===== src/relay_pkg.sv =====
// Summary of operation
// - Per-relay active level, default 1, sets polarity.
// - Safety assignments force active level to 1.
// - Holding delay 0..9999 ms on event fall.
// - Safety assignments force holding delay 0, writes refused.
// - Activation delay 0..60000 ms on event rise.
// - Fallback forced off when an event is assigned.
// - Assigned relay follows its event, not fieldbus.
// - Unassigned, no fallback: follow fieldbus, hold on error.
// - Fallback enabled: follow fieldbus, off on error.
// - Delays and level still apply under error.
`default_nettype none
package relay_pkg;
	localparam int NUM_RELAYS = 6; // Relay outputs
	localparam int NUM_EVENTS = 8; // Event selector range
	localparam int CLK_PERIOD_NS = 40; // 25 MHz system clock
	localparam int TIMEBASE_NS = 1_000_000; // 1 ms delay step
	localparam int TICK_CYCLES = TIMEBASE_NS / CLK_PERIOD_NS; // Cycles per ms
	localparam logic [15:0] ACT_DLY_MAX = 16'hEA60; // 60000 ms
	localparam logic [15:0] HOLD_DLY_MAX = 16'h270F; // 9999 ms
	localparam logic [15:0] DLY_RST = 16'h0000; // Both delays reset to 0 ms
	localparam logic LEVEL_RST = 1'b1; // Active level reset value
	localparam logic FALLBACK_RST = 1'b0; // Fallback reset value
	localparam logic [7:0] CFG_BASE = 8'h00; // Config words, one per relay
	localparam logic [7:0] DLY_BASE = 8'h20; // Delay words, one per relay
	localparam logic [7:0] STATUS_ADDR = 8'h40; // Read-only status
	localparam int CFG_SEL_LSB = 0; // Event selector [2:0]
	localparam int CFG_LEVEL_BIT = 4; // Active level
	localparam int CFG_FB_BIT = 5; // Fallback enable
	localparam int DLY_ACT_LSB = 0; // Activation delay [15:0]
	localparam int DLY_HOLD_LSB = 16; // Holding delay [31:16]
	localparam int ST_OUT_LSB = 0; // Relay outputs [5:0]
	localparam int ST_SRC_LSB = 8; // Pre-delay sources [13:8]
	localparam int ST_ERR_BIT = 16; // Error input level
	localparam logic [1:0] HTRANS_NONSEQ = 2'b10; // AHB transfer type

	// Event assignment codes
	typedef enum logic [2:0] {
		EV_NONE = 3'b000,
		EV_FAULT = 3'b001,
		EV_MAINS = 3'b010,
		EV_DC_CHARGE = 3'b011,
		EV_BRAKE = 3'b100,
		EV_OUT_CONT = 3'b101,
		EV_GEN_A = 3'b110,
		EV_GEN_B = 3'b111
	} relay_event_e;

	// Per-relay settings
	typedef struct packed {
		relay_event_e evtSel;
		logic activeHigh;
		logic fallbackEn;
		logic [15:0] actDly;
		logic [15:0] holdDly;
	} relay_cfg_s;

	// Captured AHB address phase
	typedef struct packed {
		logic valid;
		logic write;
		logic [7:0] addr;
	} ahb_aphase_s;

	// True for assignments with fixed safety settings
	function automatic logic isSafety(input relay_event_e sel);
		isSafety = (sel >= EV_FAULT) && (sel <= EV_OUT_CONT);
	endfunction

	// Saturate a written delay to its range
	function automatic logic [15:0] clampDly(input logic [15:0] v, input logic [15:0] lim);
		clampDly = (v > lim) ? lim : v;
	endfunction
endpackage
`default_nettype wire


===== src/relay_output_conditioner.sv =====
// Our own choices: the AHB-Lite register port and the register addresses.
`timescale 1ns/1ps
`default_nettype none
module relay_output_conditioner #(
	parameter int TickCycles = relay_pkg::TICK_CYCLES // Cycles per 1 ms step
) (
	input wire logic mclk,
	input wire logic rst_b,
	input wire logic hsel,
	input wire logic [31:0] haddr,
	input wire logic [1:0] htrans,
	input wire logic hwrite,
	input wire logic [2:0] hsize,
	input wire logic [31:0] hwdata,
	input wire logic hready,
	output logic hreadyout,
	output logic hresp,
	output logic [31:0] hrdata,
	input wire logic [relay_pkg::NUM_EVENTS-1:0] evtIn,
	input wire logic [relay_pkg::NUM_RELAYS-1:0] fbCmd,
	input wire logic errDet,
	output logic [relay_pkg::NUM_RELAYS-1:0] relayOut
);
	import relay_pkg::*;

	relay_cfg_s cfg_q [NUM_RELAYS]; // Settings per relay
	ahb_aphase_s aph_q; // Pending data phase
	logic [31:0] hrdata_q; // Read data register
	logic [NUM_RELAYS-1:0] src; // Signal before delays
	logic [NUM_RELAYS-1:0] filt_q; // Signal after delays
	logic [NUM_RELAYS-1:0] heldCmd_q; // Fieldbus bits before error
	logic [NUM_RELAYS-1:0] relayOut_q; // Coil drive register
	logic [15:0] cnt_q [NUM_RELAYS]; // Delay counters in ms
	logic [31:0] tickCnt_q; // Timebase divider
	logic tick; // 1 ms enable pulse
	logic [2:0] unusedSize; // Only word transfers used

	assign unusedSize = hsize;
	assign hreadyout = 1'b1;
	assign hresp = 1'b0;
	assign hrdata = hrdata_q;
	assign relayOut = relayOut_q;

	// Relay index from a word address within a bank
	function automatic int relayIdx(input logic [7:0] a, input logic [7:0] base);
		relayIdx = int'((a - base) >> 2);
	endfunction

	// Register read mux
	function automatic logic [31:0] readMux(input logic [7:0] a);
		logic [31:0] r;
		int k;
		r = 32'h0000_0000;
		if (a == STATUS_ADDR) begin
			r[ST_OUT_LSB +: NUM_RELAYS] = relayOut_q;
			r[ST_SRC_LSB +: NUM_RELAYS] = src;
			r[ST_ERR_BIT] = errDet;
		end else if (a >= CFG_BASE && a < CFG_BASE + 8'(4 * NUM_RELAYS) && a[1:0] == 2'b00) begin
			k = relayIdx(a, CFG_BASE);
			r[CFG_SEL_LSB +: 3] = cfg_q[k].evtSel;
			r[CFG_LEVEL_BIT] = cfg_q[k].activeHigh;
			r[CFG_FB_BIT] = cfg_q[k].fallbackEn;
		end else if (a >= DLY_BASE && a < DLY_BASE + 8'(4 * NUM_RELAYS) && a[1:0] == 2'b00) begin
			k = relayIdx(a, DLY_BASE);
			r[DLY_ACT_LSB +: 16] = cfg_q[k].actDly;
			r[DLY_HOLD_LSB +: 16] = cfg_q[k].holdDly;
		end
		readMux = r;
	endfunction

	// Address phase capture and read data
	always_ff @(posedge mclk or negedge rst_b) begin
		if (!rst_b) begin
			aph_q <= '0;
			hrdata_q <= 32'h0000_0000;
		end else if (hready) begin
			aph_q.valid <= hsel && htrans == HTRANS_NONSEQ;
			aph_q.write <= hwrite;
			aph_q.addr <= haddr[7:0];
			if (hsel && htrans == HTRANS_NONSEQ && !hwrite) begin
				hrdata_q <= readMux(haddr[7:0]);
			end
		end
	end

	// Register writes with forced safety settings
	always_ff @(posedge mclk or negedge rst_b) begin
		if (!rst_b) begin
			for (int i = 0; i < NUM_RELAYS; i++) begin
				cfg_q[i] <= '{EV_NONE, LEVEL_RST, FALLBACK_RST, DLY_RST, DLY_RST};
			end
		end else if (aph_q.valid && aph_q.write) begin
			for (int i = 0; i < NUM_RELAYS; i++) begin
				// Config word
				if (aph_q.addr == CFG_BASE + 8'(4 * i)) begin
					cfg_q[i].evtSel <= relay_event_e'(hwdata[CFG_SEL_LSB +: 3]);
					if (isSafety(relay_event_e'(hwdata[CFG_SEL_LSB +: 3]))) begin
						cfg_q[i].activeHigh <= 1'b1;
						cfg_q[i].holdDly <= DLY_RST;
					end else begin
						cfg_q[i].activeHigh <= hwdata[CFG_LEVEL_BIT];
					end
					// Fallback only for unassigned relays
					cfg_q[i].fallbackEn <= (hwdata[CFG_SEL_LSB +: 3] == EV_NONE) && hwdata[CFG_FB_BIT];
				end else if (aph_q.addr == DLY_BASE + 8'(4 * i)) begin
					cfg_q[i].actDly <= clampDly(hwdata[DLY_ACT_LSB +: 16], ACT_DLY_MAX);
					// Holding delay write refused on safety relays
					if (!isSafety(cfg_q[i].evtSel)) begin
						cfg_q[i].holdDly <= clampDly(hwdata[DLY_HOLD_LSB +: 16], HOLD_DLY_MAX);
					end
				end
			end
		end
	end

	// 1 ms timebase divider
	always_ff @(posedge mclk or negedge rst_b) begin
		if (!rst_b) begin
			tickCnt_q <= 32'h0000_0000;
		end else if (tickCnt_q >= 32'(TickCycles - 1)) begin
			tickCnt_q <= 32'h0000_0000;
		end else begin
			tickCnt_q <= tickCnt_q + 32'h0000_0001;
		end
	end
	assign tick = tickCnt_q >= 32'(TickCycles - 1);

	// Fieldbus bits frozen while an error is present
	always_ff @(posedge mclk or negedge rst_b) begin
		if (!rst_b) begin
			heldCmd_q <= '0;
		end else if (!errDet) begin
			heldCmd_q <= fbCmd;
		end
	end

	// Source selection per relay
	always_comb begin
		for (int i = 0; i < NUM_RELAYS; i++) begin
			if (cfg_q[i].evtSel != EV_NONE) begin
				src[i] = evtIn[cfg_q[i].evtSel];
			end else if (cfg_q[i].fallbackEn) begin
				src[i] = errDet ? 1'b0 : fbCmd[i];
			end else begin
				src[i] = errDet ? heldCmd_q[i] : fbCmd[i];
			end
		end
	end

	// Delays and level, applied to every source including error states
	for (genvar g = 0; g < NUM_RELAYS; g++) begin : gRelay
		logic [15:0] target; // Delay for the pending change
		assign target = src[g] ? cfg_q[g].actDly : cfg_q[g].holdDly;

		// Delay counter and filtered state
		always_ff @(posedge mclk or negedge rst_b) begin
			if (!rst_b) begin
				cnt_q[g] <= 16'h0000;
				filt_q[g] <= 1'b0;
			end else if (src[g] == filt_q[g]) begin
				cnt_q[g] <= 16'h0000;
			end else if (target == 16'h0000 || cnt_q[g] > target) begin
				// Count one tick past the setting, as the first tick may come at once
				filt_q[g] <= src[g];
				cnt_q[g] <= 16'h0000;
			end else if (tick) begin
				cnt_q[g] <= cnt_q[g] + 16'h0001;
			end
		end

		// Output polarity
		always_ff @(posedge mclk or negedge rst_b) begin
			if (!rst_b) begin
				relayOut_q[g] <= 1'b0;
			end else begin
				relayOut_q[g] <= cfg_q[g].activeHigh ? filt_q[g] : !filt_q[g];
			end
		end

	end
endmodule // relay_output_conditioner
`default_nettype wire


===== config.mk =====
export PLATFORM = sky130hd
export DESIGN_NAME = relay_output_conditioner
export DESIGN_NICKNAME = d
export VERILOG_FILES = /design/src/relay_pkg.sv /design/src/relay_output_conditioner.sv
export SDC_FILE = /design/constraint.sdc
export NUM_CORES = 1
export LEC_CHECK = 0
export BUFFER_PORTS_ARGS = -buffer_cell sky130_fd_sc_hd__buf_2
export CAP_MARGIN = 15
export CORE_MARGIN = 2
export CORE_UTILIZATION = 50
export CTS_BUF_LIST = sky130_fd_sc_hd__clkbuf_16
export CTS_CLUSTER_SIZE = 40
export DETAILED_ROUTE_END_ITERATION = 10
export PLACE_DENSITY = 0.67
export SKIP_CTS_REPAIR_TIMING = 1
export SLEW_MARGIN = 20
export SYNTH_ARGS = -nofsm -noshare
export SYNTH_HDL_FRONTEND = slang
export SYNTH_SLANG_ARGS = --single-unit

===== constraint.sdc =====
create_clock -name mclk -period 6.96 [get_ports mclk]
set_clock_uncertainty 0.05 [all_clocks]
set_input_delay 2.088 -clock mclk [delete_from_list [all_inputs] [get_ports mclk]]
set_output_delay 2.088 -clock mclk [all_outputs]
set_load 0.1 [all_outputs]

==> flow_summary.json, run 1 <==
{
  "status": "finished, final reports clean",
  "pin_count": 129,
  "place.gp.congestion": 1.04,
  "drv_slew": 0,
  "first_iter_violations": 2042,
  "synth_warnings": 0,
  "synth_edf_count": 0,
  "syn_inst": 2235,
  "die_area_um2": 47500,
  "hp-start": "hrdata[16]$_DFFE_PN0P_",
  "synth-async-reset-ratio": 1.00,
  "finalCritPeriodShare": 0.807,
  "fin_tns_setup_ps": 0,
  "drc": 0,
  "cts_made_buffers": 46,
  "hpwlAfterDp_um": 53600,
  "cts_root_buffer": "clkbuf_16",
  "num_vias": 18800,
  "io_buffers": 98,
  "grt_max_degree": 106,
  "dp_cells": 2850,
  "grt_remaining_overflow": 0,
  "pre_cts_ws_ps": 841,
  "whs_ps": 424,
  "rsz0062_at_grt": "false",
  "antenna_found_initial": 4,
  "rr_worst_depth": 12,
  "post-route-min-period_ps": 5620,
  "max_freq_mhz": 178,
  "mappedNetlistArea_um2": 22900,
  "timing_worst_slew_pin_value_ps": 1130,
  "grt_pass1_wl_um": 112000,
  "cap_violations": 0,
  "synth_ff_type": "dfrtp_1",
  "stdcell_count": 2934,
  "path_common_cell": "a211oi_1",
  "clock_path_buffers": 3,
  "grt_use_total": 0.311,
  "rr_endpoint": "cnt_q[9]$_DFFE_PN0P_",
  "p_leak_nw": 11.3,
  "cp-end-kind": "flop",
  "fin_nets": 2490,
  "final_util": 0.563,
  "crit_arrival_ps": 6050,
  "slowest_stage": "a2111oi_2",
  "drtPass1Iterations": 6,
  "synth_cell_type_count": 68,
  "critPathKind": "input port to flop",
  "htree_levels": 2,
  "r2r_setup_slack_ps": 2470,
  "avgSynthCellArea_um2": 10.2,
  "core-area_um2": 45300,
  "worst_slack_ps": 1340,
  "worstReg2RegStart": "cfg_q[34]$_DFFE_PN0P_",
  "critical_path.max_stage_delay_ps": 870,
  "cts_tree": "done",
  "crit_chain": "buf_2 -> nand2b_1 -> o21ai_0 -> a2111oi_2 -> nor2_2 -> mux2i_1 -> ha_1 -> a21oi_1 -> nor2_1 -> a211oi_1 -> o2111ai_1 -> and3_1 -> a211oi_1",
  "hold_path_depth": 2,
  "yosysSeqAreaShare": 0.448,
  "path_max_fanout": 18,
  "layout-drive-gt1-share": 0.138,
  "cts.sinks": 410,
  "initial_core_util": 0.506,
  "finalSetupViolCount": 0,
  "relSlewSlack": 0.241,
  "area_delta_synth_final_pct": 11.3,
  "die_h_um": 218,
  "wl_um": 72900,
  "viasPerCell": 6.42,
  "cellPowerDensity_nw_per_um2": 230,
  "min_to": "hrdata[16]$_DFFE_PN0P_",
  "clk-insertion-delay-late_ps": 590,
  "num_rows": 78,
  "grt_pass1_vias": 18400,
  "wl_per_cell_um": 24.8,
  "clk_pin_slew_ps": 60,
  "synth-seq-cells": 410,
  "min_path_type": "flop to flop",
  "required_ps": 7390,
  "ant_nets": 0,
  "hold_viol_final": 0,
  "vdd_drop_max_uv": 193,
  "die_w_um": 218,
  "startpoint_type": "input port"
}
==> layer usage <==
layer  part of all wire  up-vias  global-route usage
met1               0.41     9425               0.423
met5            0.00095        -                   0
met3              0.093      171              0.0798
met2               0.45      843               0.478
li1                   -     8392                   -
met4              0.039       10               0.115
==> layout by cell type, fill, tap and decap left out, drive strengths merged, types with 45 or more instances in the layout <==
| cell type | n |
|---|---|
| a22o | 84 |
| a21oi | 66 |
| dfrtp | 404 |
| ha | 103 |
| buf | 129 |
| mux2i | 171 |
| nor2 | 113 |
| o21ai | 176 |
| clkbuf | 49 |
| nor4 | 60 |
| nand2 | 239 |
| inv | 45 |
| nor3 | 58 |
| mux2 | 60 |
| nand3 | 59 |
| xnor2 | 94 |
| a211oi | 54 |
==> critical path: cells and delay by family <==
| kind | cells | cell delay (ps) |
|---|---|---|
| compound gates | 6 | 1950 |
| mux | 1 | 370 |
| buf+inv | 1 | 240 |
| fa+ha+maj | 1 | 310 |
| simple gates | 4 | 1070 |
==> worst max-delay path by stage <==
stage             start               endpoint  slack [ps]  depth (start not counted)
6_report         errDet   cnt_q[9]$_DFFE_PN0P_        1340                         13
5_1_grt          errDet   cnt_q[9]$_DFFE_PN0P_        1030                         13
4_1_cts          errDet   cnt_q[9]$_DFFE_PN0P_        1410                         13
3_5_place_dp   evtIn[5]  cnt_q[36]$_DFFE_PN0P_         840                         14
3_3_place_gp   evtIn[5]  cnt_q[32]$_DFFE_PN0P_         960                         14
2_1_floorplan    errDet  cnt_q[83]$_DFFE_PN0P_        1580                         14
==> cell type report <==
type | count | area [µm²]
fillers | 3949 | 19800
multi-input cells | 1676 | 12100
flip-flops and latches | 410 | 10300
clock buffers | 49 | 1230
repair buffers | 129 | 761
well taps | 600 | 751
clock inverters | 33 | 275
inverters | 35 | 131
diodes | 2 | 5.00
==> metrics by stage <==
| stage | power [mW] | cell area, µm² |
|---|---|---|
| floorplan | 3.13 | 23000 |
| global placement | 3.40 | 24000 |
| detailed placement | 3.42 | 24000 |
| CTS | 5.87 | 25500 |
| global route | 6.05 | 25500 |
| finish | 5.85 | 25500 |
==> where the power goes <==
group	leakage, nW	internal [mW]	switching, mW
Combinational	5.43	0.261	0.569
Clock	0.782	1.45	1.02
Sequential	5.08	2.46	0.0966
Total	11.3	4.17	1.68
==> synthesized netlist by cell type (4+ instances only) <==
cell type / number / area share
mux2_2: 60 / 0.030
a22oi_1: 21 / 0.0069
and4_1: 4 / 0.0015
or2_2: 6 / 0.0016
buf_1: 14 / 0.0023
nand4_1: 42 / 0.011
dfstp_2: 6 / 0.0069
and2_1: 21 / 0.0057
nand3b_1: 9 / 0.0030
nand3_1: 59 / 0.013
nor2_1: 113 / 0.019
nor2b_1: 5 / 0.0014
and3_1: 23 / 0.0063
or4_1: 6 / 0.0020
a22o_1: 84 / 0.032
clkbuf_1: 81 / 0.013
a31oi_1: 13 / 0.0036
o21a_1: 8 / 0.0026
a21o_1: 5 / 0.0016
nand2_1: 239 / 0.039
o21ai_0: 175 / 0.038
a211oi_1: 54 / 0.018
mux4_2: 28 / 0.028
a211o_1: 9 / 0.0034
nor4_1: 59 / 0.016
xor2_1: 10 / 0.0038
buf_2: 31 / 0.0068
nor3_1: 48 / 0.010
dfrtp_1: 404 / 0.44
a2111oi_0: 22 / 0.0084
ha_1: 103 / 0.056
nand2b_1: 22 / 0.0060
mux2i_1: 171 / 0.075
o211ai_1: 12 / 0.0039
or3_1: 17 / 0.0046
nor3_2: 10 / 0.0044
xnor2_1: 94 / 0.036
inv_1: 34 / 0.0056
a21oi_1: 66 / 0.014
==> sequential cells by signal (all words and copies together), names as in the netlist <==
register / cells
cnt_q: 96
tickCnt_q: 32
cfg_q: 222
relayOut: 6
filt_q: 6
hrdata: 32
aph_q: 10
heldCmd_q: 6
==> logic make-up (layout without fill, tap and decap cells) <==
| group | count (synthesis) | count (layout) | share of synthesized area |
|---|---|---|---|
| DFF | 410 | 410 | 0.448 |
| buffers and inverters | 166 | 246 | 0.0300 |
| other | 2 | 21 | 0.000328 |
| adders and majority gates | 103 | 103 | 0.0563 |
| and+or+nand+nor | 694 | 694 | 0.150 |
| muxes | 259 | 259 | 0.132 |
| xor gates and xnor gates | 104 | 104 | 0.0398 |
| AOI/OAI and AO/OA | 497 | 497 | 0.144 |
Note: power is estimated with default switching activity, not from simulation.
==> run 2, diff against run 1 <==
PLACE_DENSITY = 0.7   (was 0.67)
clock period = 4.7 ns   (was 6.96 ns; I/O delays follow)
==> run 2 against run 1 <==
Net effect:
- critical path depth shrank 1
- total power increased by 51%
- combinational power rose by 58%
- highest routed layer unchanged
- core utilization increased by 1.4 points
- worst hold slack improved by 4.6 ps
- largest power group unchanged
==> flow_summary.json, run 2 (synthesis gave the netlist of run 1 again) <==
{
  "status": "finished, final reports clean",
  "drtPass1Iterations": 6,
  "m1WireLength_um": 30700,
  "layout-drive-gt1-share": 0.160,
  "min_path_type": "flop to flop",
  "area_delta_synth_final_pct": 14.1,
  "relSlewSlack": 0.314,
  "grt_pass1_vias": 18900,
  "crit_arrival_ps": 4990,
  "wl_um": 74500,
  "clock_path_buffers": 3,
  "cts_root_buffer": "clkbuf_16",
  "htree_levels": 2,
  "hold_viol_final": 0,
  "finalCritPeriodShare": 0.967,
  "fin_nets": 2557,
  "viasPerCell": 6.38,
  "path_max_fanout": 11,
  "dp_cells": 2916,
  "min_to": "hrdata[26]$_DFFE_PN0P_",
  "critPathKind": "input port to flop",
  "diodes": 0,
  "num_vias": 19100,
  "clk-insertion-delay-late_ps": 600,
  "first_iter_violations": 1964,
  "dr_wl_met3_um": 6600,
  "timing_worst_slew_pin_value_ps": 1030,
  "wl_met2_um": 34200,
  "cp-end-kind": "flop",
  "rr_worst_depth": 11,
  "pre_cts_ws_ps": -376,
  "required_ps": 5140,
  "worstReg2RegStart": "cfg_q[34]$_DFFE_PN0P_",
  "grt_use_total": 0.318,
  "ant_nets": 0,
  "grt_max_degree": 98,
  "cap_violations": 0,
  "cellPowerDensity_nw_per_um2": 338,
  "finalSetupViolCount": 0,
  "max_freq_mhz": 220,
  "fin_tns_setup_ps": 0,
  "hold_path_depth": 2,
  "vdd_drop_max_uv": 311,
  "final_util": 0.577,
  "r2r_setup_slack_ps": 530,
  "startpoint_type": "input port",
  "power_mw": 8.83,
  "core-area_um2": 45300,
  "final_common_cell": "dfrtp_1",
  "p_leak_nw": 11.7,
  "die_h_um": 218,
  "antenna_found_initial": 2,
  "post-route-min-period_ps": 4540,
  "largest_reg_flops": 222,
  "num-fill-cells": 3925,
  "wl_per_cell_um": 24.8,
  "top_layer_used": "met5",
  "hpwlAfterDp_um": 55300,
  "hp-start": "hrdata[26]$_DFFE_PN0P_",
  "pin_count": 129,
  "io_buffers": 98,
  "mostFrequentLayoutCells": "dfrtp_1, nand2_1, o21ai_0",
  "drc": 0,
  "top_regs": "cfg_q (222), cnt_q (96)",
  "initial_core_util": 0.506,
  "clk_pin_slew_ps": 60,
  "regMostFlops": "cfg_q",
  "stdcell_count": 3003,
  "rr_endpoint": "filt_q[5]$_DFFE_PN0P_",
  "grt_pass1_wl_um": 115000,
  "drv_slew": 0,
  "num_rows": 78,
  "die_w_um": 218,
  "die_area_um2": 47500,
  "grt_remaining_overflow": 0,
  "place.gp.congestion": 1.00,
  "worst_slack_ps": 155,
  "cts_tree": "done",
  "cts.sinks": 410,
  "cts_made_buffers": 47,
  "rsz0062_at_grt": "false"
}
run 2: cell types whose count changed in the layout (fill, tap and decap cells not counted), moves of 2 or more:
cell,before,now
nor2_2,3,1
clkinv_2,9,7
nor2_1,110,112
buf_4,30,86
diode_2,2,0
buf_12,2,12
inv_1,45,52
run 2: stage by stage:
stage | hold slack, ps | cell area (µm²)
after floorplan | 388 | 23000
after global placement | 413 | 24600
after detailed placement | 420 | 24600
after CTS | 433 | 26100
after global routing | 445 | 26100
final | 429 | 26100
run 2: area by class of cell:
| class | instances | area (µm²) | area share |
|---|---|---|---|
| Sequential cell | 410 | 10300 | 0.393 |
| Clock buffer | 48 | 1200 | 0.0460 |
| Multi-Input combinational cell | 1676 | 12100 | 0.462 |
| Tap cell | 600 | 751 | 0.0287 |
| Clock inverter | 39 | 334 | 0.0128 |
| Inverter | 35 | 131 | 0.00503 |
| Timing Repair Buffer | 195 | 1380 | 0.0529 |
run 2: how the worst max path moves through the flow:
stage                   from                     to  slack (ps)
finish                errDet  filt_q[5]$_DFFE_PN0P_         160
global route          errDet   cnt_q[1]$_DFFE_PN0P_          20
CTS                   errDet  filt_q[5]$_DFFE_PN0P_         270
detailed placement    errDet   cnt_q[9]$_DFFE_PN0P_        -380
floorplan           evtIn[5]  cnt_q[10]$_DFFE_PN0P_          90
global placement      errDet  filt_q[5]$_DFFE_PN0P_        -260
run 2: power by group:
part / total [mW] / internal [mW] / switching, mW
clock network: 3.72 / 2.17 / 1.55
logic: 1.31 / 0.458 / 0.855
registers: 3.80 / 3.65 / 0.148
total: 8.83 / 6.28 / 2.55
run 2: layer usage:
layer | track usage | up-vias
met5 | 0 | -
met4 | 0.130 | 4
met3 | 0.0711 | 183
met2 | 0.493 | 849
met1 | 0.433 | 9583
li1 | - | 8527
run 2: critical path, cell delays in order:
cell	delay, ps
buf_2	180
nand2b_1	150
o21ai_0	100
a2111oi_2	780
nor2_2	310
mux2i_1	220
ha_1	250
or4_1	500
o221ai_1	170
o2111ai_1	220
a311o_1	420
mux2_2	270
==> run 3, diff against run 2 <==
CORE_UTILIZATION = 31   (was 50)
PLACE_DENSITY = unset   (was 0.7)
==> run 3 against run 2 <==
Net effect:
- clock-buffer cell count up 1
- the flow now finishes with violations (DRC)
- flip-flop and latch count stayed put
- wire length is 0.20% higher
- global-route usage fell by 12 points
==> flow_summary.json, run 3 (synthesis gave the netlist of run 1 again) <==
{
  "status": "complete, but fails checks",
  "violations": "DRC",
  "hold_viol_final": 0,
  "vdd_drop_max_uv": 228,
  "final_common_cell": "dfrtp_1",
  "grt_remaining_overflow": 0,
  "cts_made_buffers": 46,
  "post-route-min-period_ps": 4360,
  "viasPerCell": 5.62,
  "max_freq_mhz": 229,
  "antenna_found_initial": 0,
  "finalCritPeriodShare": 0.928,
  "rsz0062_at_grt": "false",
  "slowest_stage": "o2bb2ai_2",
  "final_util": 0.364,
  "dp_cells": 3281,
  "cts.sinks": 410,
  "drv_slew": 0,
  "cts_tree": "done",
  "num_vias": 18900,
  "timing_worst_slew_pin_value_ps": 1050,
  "switching_share": 0.291,
  "grt_pass1_wl_um": 114000,
  "critPathKind": "input port to flop",
  "die_h_um": 276,
  "whs_ps": 417,
  "fin_nets": 2562,
  "grt_max_degree": 91,
  "first_iter_violations": 1855,
  "stdcell_count": 3365,
  "cp-end-kind": "flop",
  "min_path_type": "flop to flop",
  "finalSetupViolCount": 0,
  "grt_pass1_vias": 18400,
  "num_rows": 99,
  "startpoint_type": "input port",
  "die_area_um2": 76100,
  "power.internal_mw": 6.26,
  "hpwlAfterDp_um": 56500,
  "critical_path.max_stage_delay_ps": 620,
  "required_ps": 5170,
  "clk-insertion-delay-late_ps": 600,
  "num-fill-cells": 7243,
  "io_buffers": 98,
  "initial_core_util": 0.313,
  "hp-start": "filt_q[3]$_DFFE_PN0P_",
  "crit_arrival_ps": 4830,
  "worst_slack_ps": 339,
  "clock_path_buffers": 3,
  "wl_um": 74600,
  "htree_levels": 2,
  "seqPwrFrac": 0.429,
  "layout-drive-gt1-share": 0.163,
  "area_delta_synth_final_pct": 16.0,
  "wl_per_cell_um": 22.2,
  "mostFrequentLayoutCells": "dfrtp_1, nand2_1, o21ai_0",
  "switching_power_mw": 2.57,
  "clk_pin_slew_ps": 60,
  "drtPass1Iterations": 8,
  "cap_violations": 0,
  "cp_top_family": "compound AO/OA/AOI/OAI gates",
  "top_regs": "cfg_q (222), cnt_q (96)",
  "path_max_fanout": 16,
  "place.gp.congestion": 0.938,
  "ant_nets": 0,
  "crit_path_start": "evtIn[4]",
  "die_w_um": 276,
  "regMostFlops": "cfg_q",
  "drc": 4,
  "pin_count": 129,
  "cp_num_buf_inv": 4,
  "relSlewSlack": 0.299,
  "grt_use_total": 0.195,
  "clock_power_share": 0.420,
  "core-area_um2": 73100,
  "cts_root_buffer": "clkbuf_16",
  "cellPowerDensity_nw_per_um2": 332,
  "pre_cts_ws_ps": -200,
  "largest_reg_flops": 222,
  "p_leak_nw": 11.7,
  "crit_chain": "buf_2 -> mux2_2 -> a221oi_1 -> o2bb2ai_2 -> buf_4 -> mux2i_1 -> buf_4 -> ha_1 -> o21ai_0 -> nand2b_1 -> and3_1 -> a211o_1 -> a211o_1 -> buf_12 -> a21oi_1",
  "power_frac_comb": 0.150,
  "worstReg2RegStart": "cfg_q[184]$_DFFE_PN0P_"
}
run 3: cell count changes in the layout (fill, tap and decap cells not counted), moves of 2 or more:
cell        previous run  this run
inv_1                 52        45
clkinv_4               0         4
a31oi_1               11        13
buf_12                12         9
a31oi_2                2         0
clkinvlp_4             1         3
clkinv_2               7         4
buf_4                 86        95
run 3: cell type report:
type / count / area, µm² / share of cell area
tap: 959 / 1200 / 0.0452
inverter: 35 / 131 / 0.00494
antenna: 1 / 2.50 / 0.0000942
multi-input combinational: 1676 / 12100 / 0.454
clock inverter: 34 / 300 / 0.0113
timing repair buffer: 201 / 1390 / 0.0523
clock buffer: 49 / 1230 / 0.0461
sequential: 410 / 10300 / 0.386
run 3: metrics by stage:
stage	cell area (µm²)	TNS (ps)	total power [mW]
3_5_place_dp	25000	-3630	5.17
6_report	26600	0	8.83
3_3_place_gp	25000	-1050	5.13
4_1_cts	26600	0	8.88
5_1_grt	26600	0	9.14
2_1_floorplan	23000	0	4.64
run 3: final timing paths:
check                                          to  slack [ps]  cells past startpoint
max reg2reg                 cnt_q[79]$_DFFE_PN0P_         790                     14
max                         cnt_q[79]$_DFFE_PN0P_         340                     15
min in group asynchronous  hrdata[16]$_DFFE_PN0P_         800                      1
min reg2reg                 relayOut[3]$_DFF_PN0_         420                      1
max in group asynchronous   cnt_q[53]$_DFFE_PN0P_        2770                      2
min                         relayOut[3]$_DFF_PN0_         420                      1
run 3: power groups by stage:
stage          Sequential (mW)  Clock (mW)  Combinational (mW)
2_1_floorplan             3.99           0               0.653
3_3_place_gp              3.84           0                1.29
3_5_place_dp              3.85           0                1.32
4_1_cts                   3.79        3.76                1.33
5_1_grt                   3.80        3.90                1.43
6_report                  3.79        3.71                1.33
run 3: layer usage:
metal	vias to the layer above	share of wire	track usage
met5	-	0	0
met4	0	0.034	0.0672
met3	121	0.072	0.0311
met2	729	0.44	0.295
met1	9543	0.46	0.282
li1	8525	-	-
